==> config.mk <==
export PLATFORM = sky130hd
export DESIGN_NAME = rh_port_ctrl
export DESIGN_NICKNAME = d
export VERILOG_FILES = /design/src/rh_port_pkg.sv /design/src/rh_port_slot.sv /design/src/rh_port_ctrl.sv
export SDC_FILE = /design/constraint.sdc
export NUM_CORES = 1
export LEC_CHECK = 0
export BUFFER_PORTS_ARGS = -buffer_cell sky130_fd_sc_hd__buf_4
export CORE_UTILIZATION = 35
export DETAILED_ROUTE_END_ITERATION = 16
export GPL_TIMING_DRIVEN = 0
export PLACE_DENSITY = 0.59
export SLEW_MARGIN = 30
export SYNTH_ARGS = -nofsm -noshare
export SYNTH_HDL_FRONTEND = slang
export SYNTH_SLANG_ARGS = --single-unit
==> constraint.sdc <==
create_clock -name i_mclk -period 5 [get_ports i_mclk]
set_input_delay 1 -clock i_mclk [delete_from_list [all_inputs] [get_ports i_mclk]]
set_output_delay 1 -clock i_mclk [all_outputs]
set_load 0.01 [all_outputs]
==> src/rh_port_pkg.sv <==
// Package with register layout, timing counts and carrier types for the root hub port logic.
package rh_port_pkg;

  localparam int unsigned NUM_PORTS = 2;
  localparam logic [7:0] PORT_STATUS_BASE = 8'h54;
  localparam logic [7:0] PORT_STATUS_STRIDE = 8'h04;
  localparam logic [31:0] PORT_STATUS_RESET = 32'h0000_0000;

  // Field positions of the port status and control word.
  localparam int unsigned BIT_CONNECTED = 0;
  localparam int unsigned BIT_ENABLED = 1;
  localparam int unsigned BIT_SUSPENDED = 2;
  localparam int unsigned BIT_OVERCURRENT = 3;
  localparam int unsigned BIT_RESET_ACTIVE = 4;
  localparam int unsigned BIT_POWER_ON = 8;
  localparam int unsigned BIT_LOW_SPEED = 9;
  localparam int unsigned BIT_CONNECT_CHG = 16;
  localparam int unsigned BIT_ENABLE_CHG = 17;
  localparam int unsigned BIT_SUSPEND_CHG = 18;
  localparam int unsigned BIT_OVERCURRENT_CHG = 19;
  localparam int unsigned BIT_RESET_DONE_CHG = 20;

  // Timing at the 25 MHz core clock.
  localparam int unsigned CLK_HZ = 25_000_000;
  localparam int unsigned PORT_RESET_MS = 10;
  localparam int unsigned RESUME_PULSE_MS = 20;
  localparam int unsigned RESYNC_MS = 3;
  localparam int unsigned LS_EOP_CYCLES_MIN = 1;
  localparam int unsigned PORT_RESET_CYCLES = (CLK_HZ / 1000) * PORT_RESET_MS;
  localparam int unsigned RESUME_PULSE_CYCLES = (CLK_HZ / 1000) * RESUME_PULSE_MS;
  localparam int unsigned RESYNC_CYCLES = (CLK_HZ / 1000) * RESYNC_MS;
  localparam int unsigned LS_EOP_MS_NUM = 0;
  localparam int unsigned TIMER_W = 20;

  typedef enum logic [1:0] {
    SIG_IDLE   = 2'b00,
    SIG_RESET  = 2'b01,
    SIG_RESUME = 2'b10,
    SIG_RESYNC = 2'b11
  } sig_state_e;

  // Write commands decoded from one register write.
  typedef struct packed {
    logic clr_enable;
    logic set_enable;
    logic set_suspend;
    logic resume;
    logic set_reset;
    logic set_power;
    logic clr_power;
    logic [4:0] chg_clear;
  } port_cmd_s;

  // Line state seen from the transceiver of one port.
  typedef struct packed {
    logic connected;
    logic low_speed;
    logic overcurrent;
    logic bus_error;
  } port_line_s;

  // Signalling requests towards the transceiver.
  typedef struct packed {
    logic drive_reset;
    logic drive_resume;
    logic drive_ls_eop;
    logic power_on;
    logic enabled;
    logic suspended;
  } port_drive_s;

  // Hub-wide configuration that gates the port logic.
  typedef struct packed {
    logic no_power_switch;
    logic per_port_power;
    logic no_oc_protect;
    logic per_port_oc;
  } hub_cfg_s;

  function automatic port_cmd_s decode_write(input logic [31:0] d);
    port_cmd_s c;
    c.clr_enable = d[BIT_CONNECTED];
    c.set_enable = d[BIT_ENABLED];
    c.set_suspend = d[BIT_SUSPENDED];
    c.resume = d[BIT_OVERCURRENT];
    c.set_reset = d[BIT_RESET_ACTIVE];
    c.set_power = d[BIT_POWER_ON];
    c.clr_power = d[BIT_LOW_SPEED];
    c.chg_clear = d[BIT_RESET_DONE_CHG:BIT_CONNECT_CHG];
    return c;
  endfunction

endpackage

==> src/rh_port_slot.sv <==
// One downstream port: status bits, change flags and reset/resume signalling timers.
`timescale 1ns/1ps
module rh_port_slot
  import rh_port_pkg::*;
(
  // Clock and reset.
  input  wire logic        i_mclk,
  input  wire logic        i_nrst,
  // Configuration.
  input  wire hub_cfg_s    i_cfg,
  input  wire logic        i_power_mask,
  input  wire logic        i_non_removable,
  input  wire logic        i_hub_reset_done,
  input  wire logic        i_hc_resume,
  // Commands; register writes already held back while a transaction runs, global on/off passed straight through.
  input  wire logic        i_cmd_valid,
  input  wire port_cmd_s   i_cmd,
  input  wire logic        i_global_on,
  input  wire logic        i_global_off,
  // Synchronised line state.
  input  wire port_line_s  i_line,
  // Status word and drive requests.
  output logic [31:0]      o_status,
  output port_drive_s      o_drive
);

  typedef struct packed {
    logic             connected;
    logic             enabled;
    logic             suspended;
    logic             oc;
    logic             reset_active;
    logic             power_on;
    logic             low_speed;
    logic [4:0]       chg;
    sig_state_e       sig;
    logic [TIMER_W-1:0] timer;
  } slot_s;

  slot_s st_r;
  slot_s st_nxt;
  logic  conn_now;
  logic  pwr_per_port;
  logic  pwr_on_cmd;
  logic  pwr_off_cmd;
  logic  hw_disable;
  logic [4:0] chg_keep;

  assign conn_now = i_non_removable | i_line.connected;
  assign pwr_per_port = i_cfg.per_port_power & i_power_mask;
  // Per-port commands only when per-port power is configured and the mask selects them, global ones otherwise.
  assign pwr_on_cmd = pwr_per_port ? (i_cmd_valid & i_cmd.set_power) : i_global_on;
  assign pwr_off_cmd = pwr_per_port ? (i_cmd_valid & i_cmd.clr_power) : i_global_off;

  always_comb begin
    st_nxt = st_r;
    hw_disable = 1'b0;
    // Hardware set events collect in a fresh vector, so an event that repeats on a set flag still beats a clear.
    st_nxt.chg = '0;
    chg_keep = st_r.chg;
    if (st_r.timer != '0) begin
      st_nxt.timer = st_r.timer - 1'b1;
    end
    // Connection tracking; a non-removable port only reports after a hub reset.
    if (i_non_removable) begin
      if (i_hub_reset_done) begin
        st_nxt.chg[0] = 1'b1;
      end
    end else if (st_r.power_on && (conn_now != st_r.connected)) begin
      st_nxt.chg[0] = 1'b1;
    end
    st_nxt.connected = st_r.power_on & conn_now;
    st_nxt.low_speed = st_nxt.connected & i_line.low_speed;
    if (i_cfg.per_port_oc && !i_cfg.no_oc_protect) begin
      if (i_line.overcurrent != st_r.oc) begin
        st_nxt.chg[3] = 1'b1;
      end
      st_nxt.oc = i_line.overcurrent;
    end else begin
      st_nxt.oc = 1'b0;
    end
    if (st_r.enabled && (!conn_now || i_line.overcurrent || i_line.bus_error)) begin
      hw_disable = 1'b1;
    end
    // Signalling sequencer.
    unique case (st_r.sig)
      SIG_IDLE: begin
      end
      SIG_RESET: begin
        if (st_r.timer == '0) begin
          st_nxt.sig = SIG_IDLE;
          st_nxt.reset_active = 1'b0;
          st_nxt.chg[4] = 1'b1;
          chg_keep[2] = 1'b0;
          st_nxt.suspended = 1'b0;
          st_nxt.enabled = st_nxt.connected;
        end
      end
      SIG_RESUME: begin
        if (st_r.timer == '0) begin
          st_nxt.sig = SIG_RESYNC;
          st_nxt.timer = TIMER_W'(RESYNC_CYCLES);
        end
      end
      SIG_RESYNC: begin
        if (st_r.timer == '0) begin
          st_nxt.sig = SIG_IDLE;
          st_nxt.suspended = 1'b0;
          st_nxt.chg[2] = 1'b1;
          st_nxt.enabled = st_nxt.connected;
        end
      end
    endcase
    if (i_hc_resume) begin
      st_nxt.suspended = 1'b0;
    end
    // Software commands.
    if (i_cmd_valid) begin
      if (i_cmd.clr_enable) begin
        st_nxt.enabled = 1'b0;
      end
      if (i_cmd.set_enable) begin
        if (conn_now) begin
          st_nxt.enabled = 1'b1;
        end else begin
          st_nxt.chg[0] = 1'b1;
        end
      end
      if (i_cmd.set_suspend) begin
        if (conn_now) begin
          st_nxt.suspended = 1'b1;
        end else begin
          st_nxt.chg[0] = 1'b1;
        end
      end
      if (i_cmd.resume && st_r.suspended && st_r.sig == SIG_IDLE) begin
        st_nxt.sig = SIG_RESUME;
        st_nxt.timer = TIMER_W'(RESUME_PULSE_CYCLES);
      end
      if (i_cmd.set_reset) begin
        if (conn_now && st_r.power_on) begin
          st_nxt.reset_active = 1'b1;
          st_nxt.sig = SIG_RESET;
          st_nxt.timer = TIMER_W'(PORT_RESET_CYCLES);
        end else begin
          st_nxt.chg[0] = 1'b1;
        end
      end
    end
    // Power control.
    if (i_cfg.no_power_switch) begin
      st_nxt.power_on = 1'b1;
    end else if (i_line.overcurrent || pwr_off_cmd) begin
      st_nxt.power_on = 1'b0;
    end else if (pwr_on_cmd) begin
      st_nxt.power_on = 1'b1;
    end
    if (!st_nxt.power_on) begin
      if (st_r.enabled) begin
        hw_disable = 1'b1;
      end
      st_nxt.connected = 1'b0;
      st_nxt.suspended = 1'b0;
      st_nxt.reset_active = 1'b0;
      st_nxt.sig = SIG_IDLE;
      st_nxt.low_speed = 1'b0;
    end
    if (hw_disable || !st_nxt.connected) begin
      st_nxt.enabled = 1'b0;
    end
    if (hw_disable) begin
      st_nxt.chg[1] = 1'b1;
    end
    // Software clears; a flag set in this cycle survives the clear.
    if (i_cmd_valid) begin
      chg_keep = chg_keep & ~i_cmd.chg_clear;
    end
    st_nxt.chg = chg_keep | st_nxt.chg;
  end

  always_ff @(posedge i_mclk or negedge i_nrst) begin
    if (!i_nrst) begin
      st_r <= '0;
    end else begin
      st_r <= st_nxt;
    end
  end

  always_comb begin
    o_status = '0;
    o_status[BIT_CONNECTED] = st_r.connected | i_non_removable;
    o_status[BIT_ENABLED] = st_r.enabled;
    o_status[BIT_SUSPENDED] = st_r.suspended;
    o_status[BIT_OVERCURRENT] = st_r.oc;
    o_status[BIT_RESET_ACTIVE] = st_r.reset_active;
    o_status[BIT_POWER_ON] = st_r.power_on | i_cfg.no_power_switch;
    o_status[BIT_LOW_SPEED] = st_r.low_speed;
    o_status[BIT_RESET_DONE_CHG:BIT_CONNECT_CHG] = st_r.chg;
  end

  assign o_drive.drive_reset = (st_r.sig == SIG_RESET);
  assign o_drive.drive_resume = (st_r.sig == SIG_RESUME);
  assign o_drive.drive_ls_eop = (st_r.sig == SIG_RESYNC) && (st_r.timer == TIMER_W'(RESYNC_CYCLES));
  assign o_drive.power_on = st_r.power_on | i_cfg.no_power_switch;
  assign o_drive.enabled = st_r.enabled;
  assign o_drive.suspended = st_r.suspended;

endmodule

==> src/rh_port_ctrl.sv <==
// Root hub port register block: access decode, transaction hold-off and port instances.
`timescale 1ns/1ps

module rh_port_ctrl
  import rh_port_pkg::*;
(
  // Clock and reset.
  input  wire logic                  i_mclk,
  input  wire logic                  i_nrst,
  // Register access from the host controller core.
  input  wire logic                  i_reg_wr,
  input  wire logic                  i_reg_rd,
  input  wire logic [7:0]            i_reg_addr,
  input  wire logic [31:0]           i_reg_wdata,
  output logic [31:0]                o_reg_rdata,
  output logic                       o_reg_hit,
  // Hub-wide configuration and commands.
  input  wire hub_cfg_s              i_cfg,
  input  wire logic [NUM_PORTS-1:0]  i_power_mask,
  input  wire logic [NUM_PORTS-1:0]  i_non_removable,
  input  wire logic                  i_global_on,
  input  wire logic                  i_global_off,
  input  wire logic                  i_hub_reset_done,
  input  wire logic                  i_hc_resume,
  input  wire logic                  i_xact_busy,
  // Port line state from the transceivers, asynchronous.
  input  wire port_line_s [NUM_PORTS-1:0] i_line,
  // Signalling requests to the transceivers.
  output port_drive_s [NUM_PORTS-1:0] o_drive,
  output logic                       o_write_pending
);

  // ****************************************************************
  // State
  // ****************************************************************
  typedef struct packed {
    port_line_s [NUM_PORTS-1:0] line_meta;
    port_line_s [NUM_PORTS-1:0] line_sync;
    logic                       pend_valid;
    logic [NUM_PORTS-1:0]       pend_port;
    logic [31:0]                pend_data;
    logic [31:0]                rdata;
    logic                       hit;
  } ctrl_s;

  ctrl_s st_r;
  ctrl_s st_nxt;
  logic [31:0] port_status [NUM_PORTS];
  logic [NUM_PORTS-1:0] cmd_valid;
  logic [NUM_PORTS-1:0] addr_sel;
  port_cmd_s cmd;

  function automatic logic [NUM_PORTS-1:0] port_select(input logic [7:0] addr);
    logic [NUM_PORTS-1:0] sel;
    sel = '0;
    for (int p = 0; p < NUM_PORTS; p++) begin
      if (addr == PORT_STATUS_BASE + 8'(p) * PORT_STATUS_STRIDE) begin
        sel[p] = 1'b1;
      end
    end
    return sel;
  endfunction

  assign addr_sel = port_select(i_reg_addr);

  // ****************************************************************
  // Access handling
  // ****************************************************************
  always_comb begin
    st_nxt = st_r;
    st_nxt.line_meta = i_line;
    st_nxt.line_sync = st_r.line_meta;
    st_nxt.hit = 1'b0;
    // A held write is released once the bus transaction finishes.
    if (st_r.pend_valid && !i_xact_busy) begin
      st_nxt.pend_valid = 1'b0;
    end
    if (i_reg_wr && (addr_sel != '0)) begin
      st_nxt.pend_valid = 1'b1;
      st_nxt.pend_port = addr_sel;
      st_nxt.pend_data = i_reg_wdata;
      st_nxt.hit = 1'b1;
    end
    if (i_reg_rd) begin
      st_nxt.rdata = '0;
      for (int p = 0; p < NUM_PORTS; p++) begin
        if (addr_sel[p]) begin
          st_nxt.rdata = port_status[p];
          st_nxt.hit = 1'b1;
        end
      end
    end
  end

  always_ff @(posedge i_mclk or negedge i_nrst) begin
    if (!i_nrst) begin
      st_r <= '0;
    end else begin
      st_r <= st_nxt;
    end
  end

  // A new write that lands on a pending one overwrites it; software is
  // expected to wait, and the last value is the one that takes effect.
  assign cmd = decode_write(st_r.pend_data);
  assign cmd_valid = (st_r.pend_valid && !i_xact_busy) ? st_r.pend_port : '0;

  // ****************************************************************
  // Ports
  // ****************************************************************
  for (genvar g = 0; g < NUM_PORTS; g++) begin : g_port
    rh_port_slot u_slot (
      .i_mclk          (i_mclk),
      .i_nrst          (i_nrst),
      .i_cfg           (i_cfg),
      .i_power_mask    (i_power_mask[g]),
      .i_non_removable (i_non_removable[g]),
      .i_hub_reset_done(i_hub_reset_done),
      .i_hc_resume     (i_hc_resume),
      .i_cmd_valid     (cmd_valid[g]),
      .i_cmd           (cmd),
      .i_global_on     (i_global_on),
      .i_global_off    (i_global_off),
      .i_line          (st_r.line_sync[g]),
      .o_status        (port_status[g]),
      .o_drive         (o_drive[g])
    );
  end

  assign o_reg_rdata = st_r.rdata;
  assign o_reg_hit = st_r.hit;
  assign o_write_pending = st_r.pend_valid;

endmodule

* Word level (Yosys, flattened, before mapping)
Cells that the tools add are included.
** Storage, ports and cells
- Output and inout port bits :: 46
- Flip-flop bits (word level) :: 152
- Logic and storage cells :: 235
- RAM bits :: 0
- Bits in read-only memories :: 0
- Latch bits :: 0
- Memories kept :: 0
** Cells by class
- Shift-type cells :: 0
- $add $sub $neg :: 2
- Bitwise gates (word level) :: 21
- Div/mod/pow operators :: 0
- Order comparisons :: 0
- Reductions and logical operators :: 39
- Muxes and demuxes :: 118
- Equal/unequal tests :: 14
- $mul :: 0
** Operators by type and width (number)
- two-way mux 22 bit :: 8
- two-way mux 23 bit :: 4
- two-way mux 1 bit :: 86
- two-way mux 20 bit :: 4
- equality test 20 x 17 -> 1 bit, second input constant :: 2
- logical NOT 20 bit :: 2
- nonzero test 20 bit :: 2
- subtractor 20 x 1 -> 20 bit, second input constant :: 2
- two-way mux 35 bit :: 1
- two-way mux 2 bit :: 11
- equality test 8 x 7 -> 1 bit, second input constant :: 2
- logical AND 1 bit :: 15
- bitwise AND 1 bit :: 10
- bitwise AND 5 bit :: 2
- two-way mux 5 bit :: 2
- OR 5 bit :: 2
- equality test 2 bit, second input constant :: 4
- logical OR 1 bit :: 8
- one-hot mux 2 bit (2 select lines) :: 2
- logical NOT 1 bit :: 6
- OR 1 bit :: 6
- NOT 5 bit :: 1
- equality test 2 x 1 -> 1 bit, second input constant :: 2
- logical NOT 2 bit :: 2
- other kinds (3) :: 8

* Logic depth before layout (Yosys ltp)
- Depth in word-level cells :: 13
- Mapped depth :: 9
- Mapped depth without buffers :: 9

* By module
Synthesis repeated with hierarchy kept, for this count alone.
** Unflattened totals
- Cell total of the unflattened synthesis :: 752
- Area total of the unflattened synthesis :: 7378.3 um^2
** Modules (own cells, without submodules)
- rh_port_ctrl :: cells each 246, times used 1, area an instance 2832.7 um^2, seq. area each 1601.5 um^2
- rh_port_slot at g_port[1].u_slot :: cells each 257, times used 1, area an instance 2346.0 um^2, seq. area each 850.8 um^2
- rh_port_slot at g_port[0].u_slot :: cells each 249, times used 1, area an instance 2199.6 um^2, seq. area each 850.8 um^2

* Worst setup path before layout
OpenSTA, ideal clock, no wires.
- Kind :: register to output
- From :: reg g_port[0].u_slot.st_r[0] (netlist bit)
- To :: out o_drive[3] (netlist bit)
- Cell stages (with the launch flop) :: 6
- Path buffers :: 0
- Path slack :: 2.442 ns
- Data required time :: 4.000 ns
- Data arrival time :: 1.558 ns
- Path through :: dfrtp_1 > inv_1 > ha_1 > nor4b_1 > nand4b_1 > nor4_1
** RTL lines
- start: declaration :: line rh_port_slot.sv:40 : slot_s st_r;
- start signal: assignment :: line rh_port_slot.sv:185 : st_r <= st_nxt;
- end: declaration :: line rh_port_ctrl.sv:29 : output port_drive_s [NUM_PORTS-1:0] o_drive,

==> impl_metrics.tcl <==
set metrics [dict create \
    worst_pin_slew_ns 0.840 \
    place.port_buffers 69 \
    drt_first_pass_iters 5 \
    critPathTopFamily "simple AND/OR/NAND/NOR gates" \
    drc 0 \
    syn_area_mm2 0.00569 \
    critPathCaptureType "output pin" \
    p_clk_share_pct 39.8 \
    routabilityCongestion 0.901 \
    synth_mux_area_share_pct 2.55 \
    cts_tree "built" \
    hp-class "register to register" \
    die-area_mm2 0.0168 \
    gr-usage-met1_pct 26.2 \
    synth_compound_area_share_pct 14.5 \
    rrSetupSlack_ns 2.16 \
    maxSlewHeadroom_pct 44.0 \
    use_met2_pct 28.1 \
    via_per_inst 5.27 \
    drt_wl_total_mm 14.8 \
    grt_usage_pct 18.4 \
    dpl.hpwl_mm 10.9 \
    netSwitchingFraction_pct 24.3 \
    drtAntennaViolNets 0 \
    fin_cells 907 \
    avgSynthCellArea_um2 9.69 \
    ys.warnings.count 0 \
    clk_latency_ns 0.36 \
    cts.reportedPaths.clkPinSlew_ns 0.08 \
    ys.flop_type "dfrtp_1" \
    synthAdderAreaFrac_pct 1.32 \
    postCtsSetupBuffers 0 \
    slew_violations 0 \
    synth_edf_count 0 \
    ys_seq_elements 112 \
    synth.area.top_cells "dfrtp_1 49%, buf_4 5.0%, nand2_1 3.4%" \
    p_switching_w 0.000459 \
    cts.repair.resized 0 \
    core_area_mm2 0.0159 \
    overflow 0 \
    synth_cell_type_count 64 \
    synth_top_family_by_area "simple AND/OR/NAND/NOR gates" \
    cts_hold_buf 0 \
    combPwrFrac_pct 8.3 \
    wire_per_inst_um 16.3 \
    synthSimpleGateAreaFrac_pct 21.6 \
    worst_path_max_delay_cell "nor4b_1" \
    hold_viol 0 \
    synth_top_area_share_pct 49.3 \
    drive_above_1_share_pct 21.6 \
    vdd_drop_max_mv 0.187 \
    cp_cell_sequence "inv_1, ha_1, nor4b_1, nand4b_1, nor4_1, buf_4" \
    syn_inst 587 \
    start_kind "register" \
    ys_seq_area_share_pct 49.3 \
    dieHeight_um 129 \
    placed_cells 891 \
    grt_pass1_wl_mm 23.7 \
    n_fill_cell 1582 \
    fin_crit_sh_pct 66.0 \
    cts-root-buf "clkbuf_16" \
    pwr-share-seq_pct 51.9 \
    p_int_w 0.00143 \
    die_x_um 129 \
    grt_pass1_vias 4539 \
    dp_slack_ns 2.05 \
    fin_setup_tns_ns 0 \
    grt_max_degree 113 \
    numClockSinks 112 \
    n_antenna_cell 0 \
    initialDrtViolationCount 334 \
    layout_common_cells "112 x dfrtp_1, 106 x buf_4, 52 x nand2_1, 51 x nor2_1, 33 x a21oi_1" \
    nets 757 \
    cp_max_fo 4 \
    area_growth_pct 20.7 \
    htree_levels 3 \
    start_util_pct 35.8 \
    worstSetupPathType "register to output pin" \
    crit_required_ns 4.00 \
    yosysTopAreaCell "dfrtp_1" \
    max_stage_delay_ns 0.53 \
    fin_worst_skew_ns 0.00943 \
    grt.busiest_layer "met2" \
    layout_commonest_cell "dfrtp_1" \
    status "finished clean" \
    maxCapViolCount 0 \
    cts_inserted_buffers 9 \
    rows 46 \
    p_leak_nw 2.94 \
    num_vias 4781 \
    timing.fmax_mhz 303 \
    fin_crit_ns 3.30 \
    ios 111 \
    rsz0062_at_grt "no" \
    fin_ws_ns 1.70 \
    power_density_mw_per_mm2 275 \
    holdWs_ns 0.346 \
    antenna_found_initial 0 \
    clockBufferDepth 2 \
    synthXorXnorAreaFrac_pct 3.39 \
    grt_use_met3_pct 4.09 \
    cp.buffers_inverters 2 \
    ys_async_sr_fraction_pct 100 \
    setup_viol 0 \
    crit_arrival_ns 2.30 \
]
[layer usage]
layer / vias to the layer above / wire (µm)
li1: 2274 / -
met1: 2312 / 6930
met2: 176 / 6730
met3: 19 / 928
met4: 0 / 220
met5: - / 0
[power by group through the flow]
stage	Combinational [W]	Sequential, W	Clock (W)
after global routing	0.000175	0.000984	0.000807
final	0.000157	0.000980	0.000752
after floorplan	0.0000843	0.000982	0
after CTS	0.000158	0.000979	0.000763
after detailed placement	0.000157	0.000996	0
after global placement	0.000154	0.000994	0
[state kept, by name, indices dropped and copies added, names as in the netlist]
| signal | cells |
|---|---|
| o_write_pending | 1 |
| g_port.u_slot.o_status | 16 |
| g_port.u_slot.st_r | 48 |
| o_reg_hit | 1 |
| cmd | 12 |
| o_reg_rdata | 12 |
| st_r | 10 |
| st_nxt | 8 |
| g_port.u_slot.o_drive | 4 |
[through the flow]
stage | area, µm² | util (%) | power, W
2_1_floorplan | 5760 | - | 0.00107
3_3_place_gp | 6550 | 41.2 | 0.00115
3_5_place_dp | 6550 | 41.2 | 0.00115
4_1_cts | 6860 | 43.2 | 0.00190
5_1_grt | 6870 | 43.2 | 0.00197
6_report | 6870 | 43.2 | 0.00189
[layout make-up]
| cell class | count | area, µm² | share of cell area (%) |
|---|---|---|---|
| buffer | 53 | 343 | 4.99 |
| clock buffer | 11 | 243 | 3.54 |
| clock inverter | 5 | 63.8 | 0.929 |
| inverter | 18 | 67.6 | 0.984 |
| multi-input combinational | 423 | 2550 | 37.1 |
| sequential | 112 | 2800 | 40.8 |
| tap | 216 | 270 | 3.94 |
| timing repair buffer | 69 | 526 | 7.65 |
[cells in the mapped netlist (4+ instances only)]
library cell,number
nand4_1,8
nor2_1,51
nand2b_1,11
nor4_1,20
a31oi_1,7
a21oi_1,33
and2_1,4
dfrtp_1,112
or3_1,6
mux2_2,12
clkbuf_1,12
a32oi_1,5
xor2_1,7
inv_1,17
buf_4,38
and3_1,6
nand3_1,20
nand3b_1,4
a22oi_1,11
and3b_1,4
ha_1,6
or4_1,4
a211oi_1,9
nor2b_1,4
nor3_1,22
nand2_1,52
xnor2_1,15
o21ai_0,26
or2_2,4
[cell families (layout without fill, tap and decap cells)]
logic type	after synthesis	after routing
flip-flops	112	112
AND/OR/NAND/NOR	236	236
multiplexers	13	13
AO/OA/AOI/OAI	126	126
other	1	20
XOR/XNOR	22	22
buffers and inverters	71	156
adder cells (fa/ha/maj)	6	6
[worst paths after layout]
path,start,endpoint,cells after the start
max in group asynchronous,i_nrst,g_port[0].u_slot.st_r[13]$_DFF_PN0_,1
worst max-delay path,g_port[0].u_slot.st_r[0]$_DFF_PN0_,o_drive[3],6
worst min register to register,st_nxt[69]$_DFF_PN0_,st_r[69]$_DFF_PN0_,0
worst min-delay path,st_nxt[69]$_DFF_PN0_,st_r[69]$_DFF_PN0_,0
min in group asynchronous,i_nrst,o_reg_rdata[9]$_DFFE_PN0P_,1
worst max register to register,g_port[1].u_slot.st_r[9]$_DFF_PN0_,g_port[1].u_slot.st_r[14]$_DFF_PN0_,5
Power figures use the tool's default switching activity.
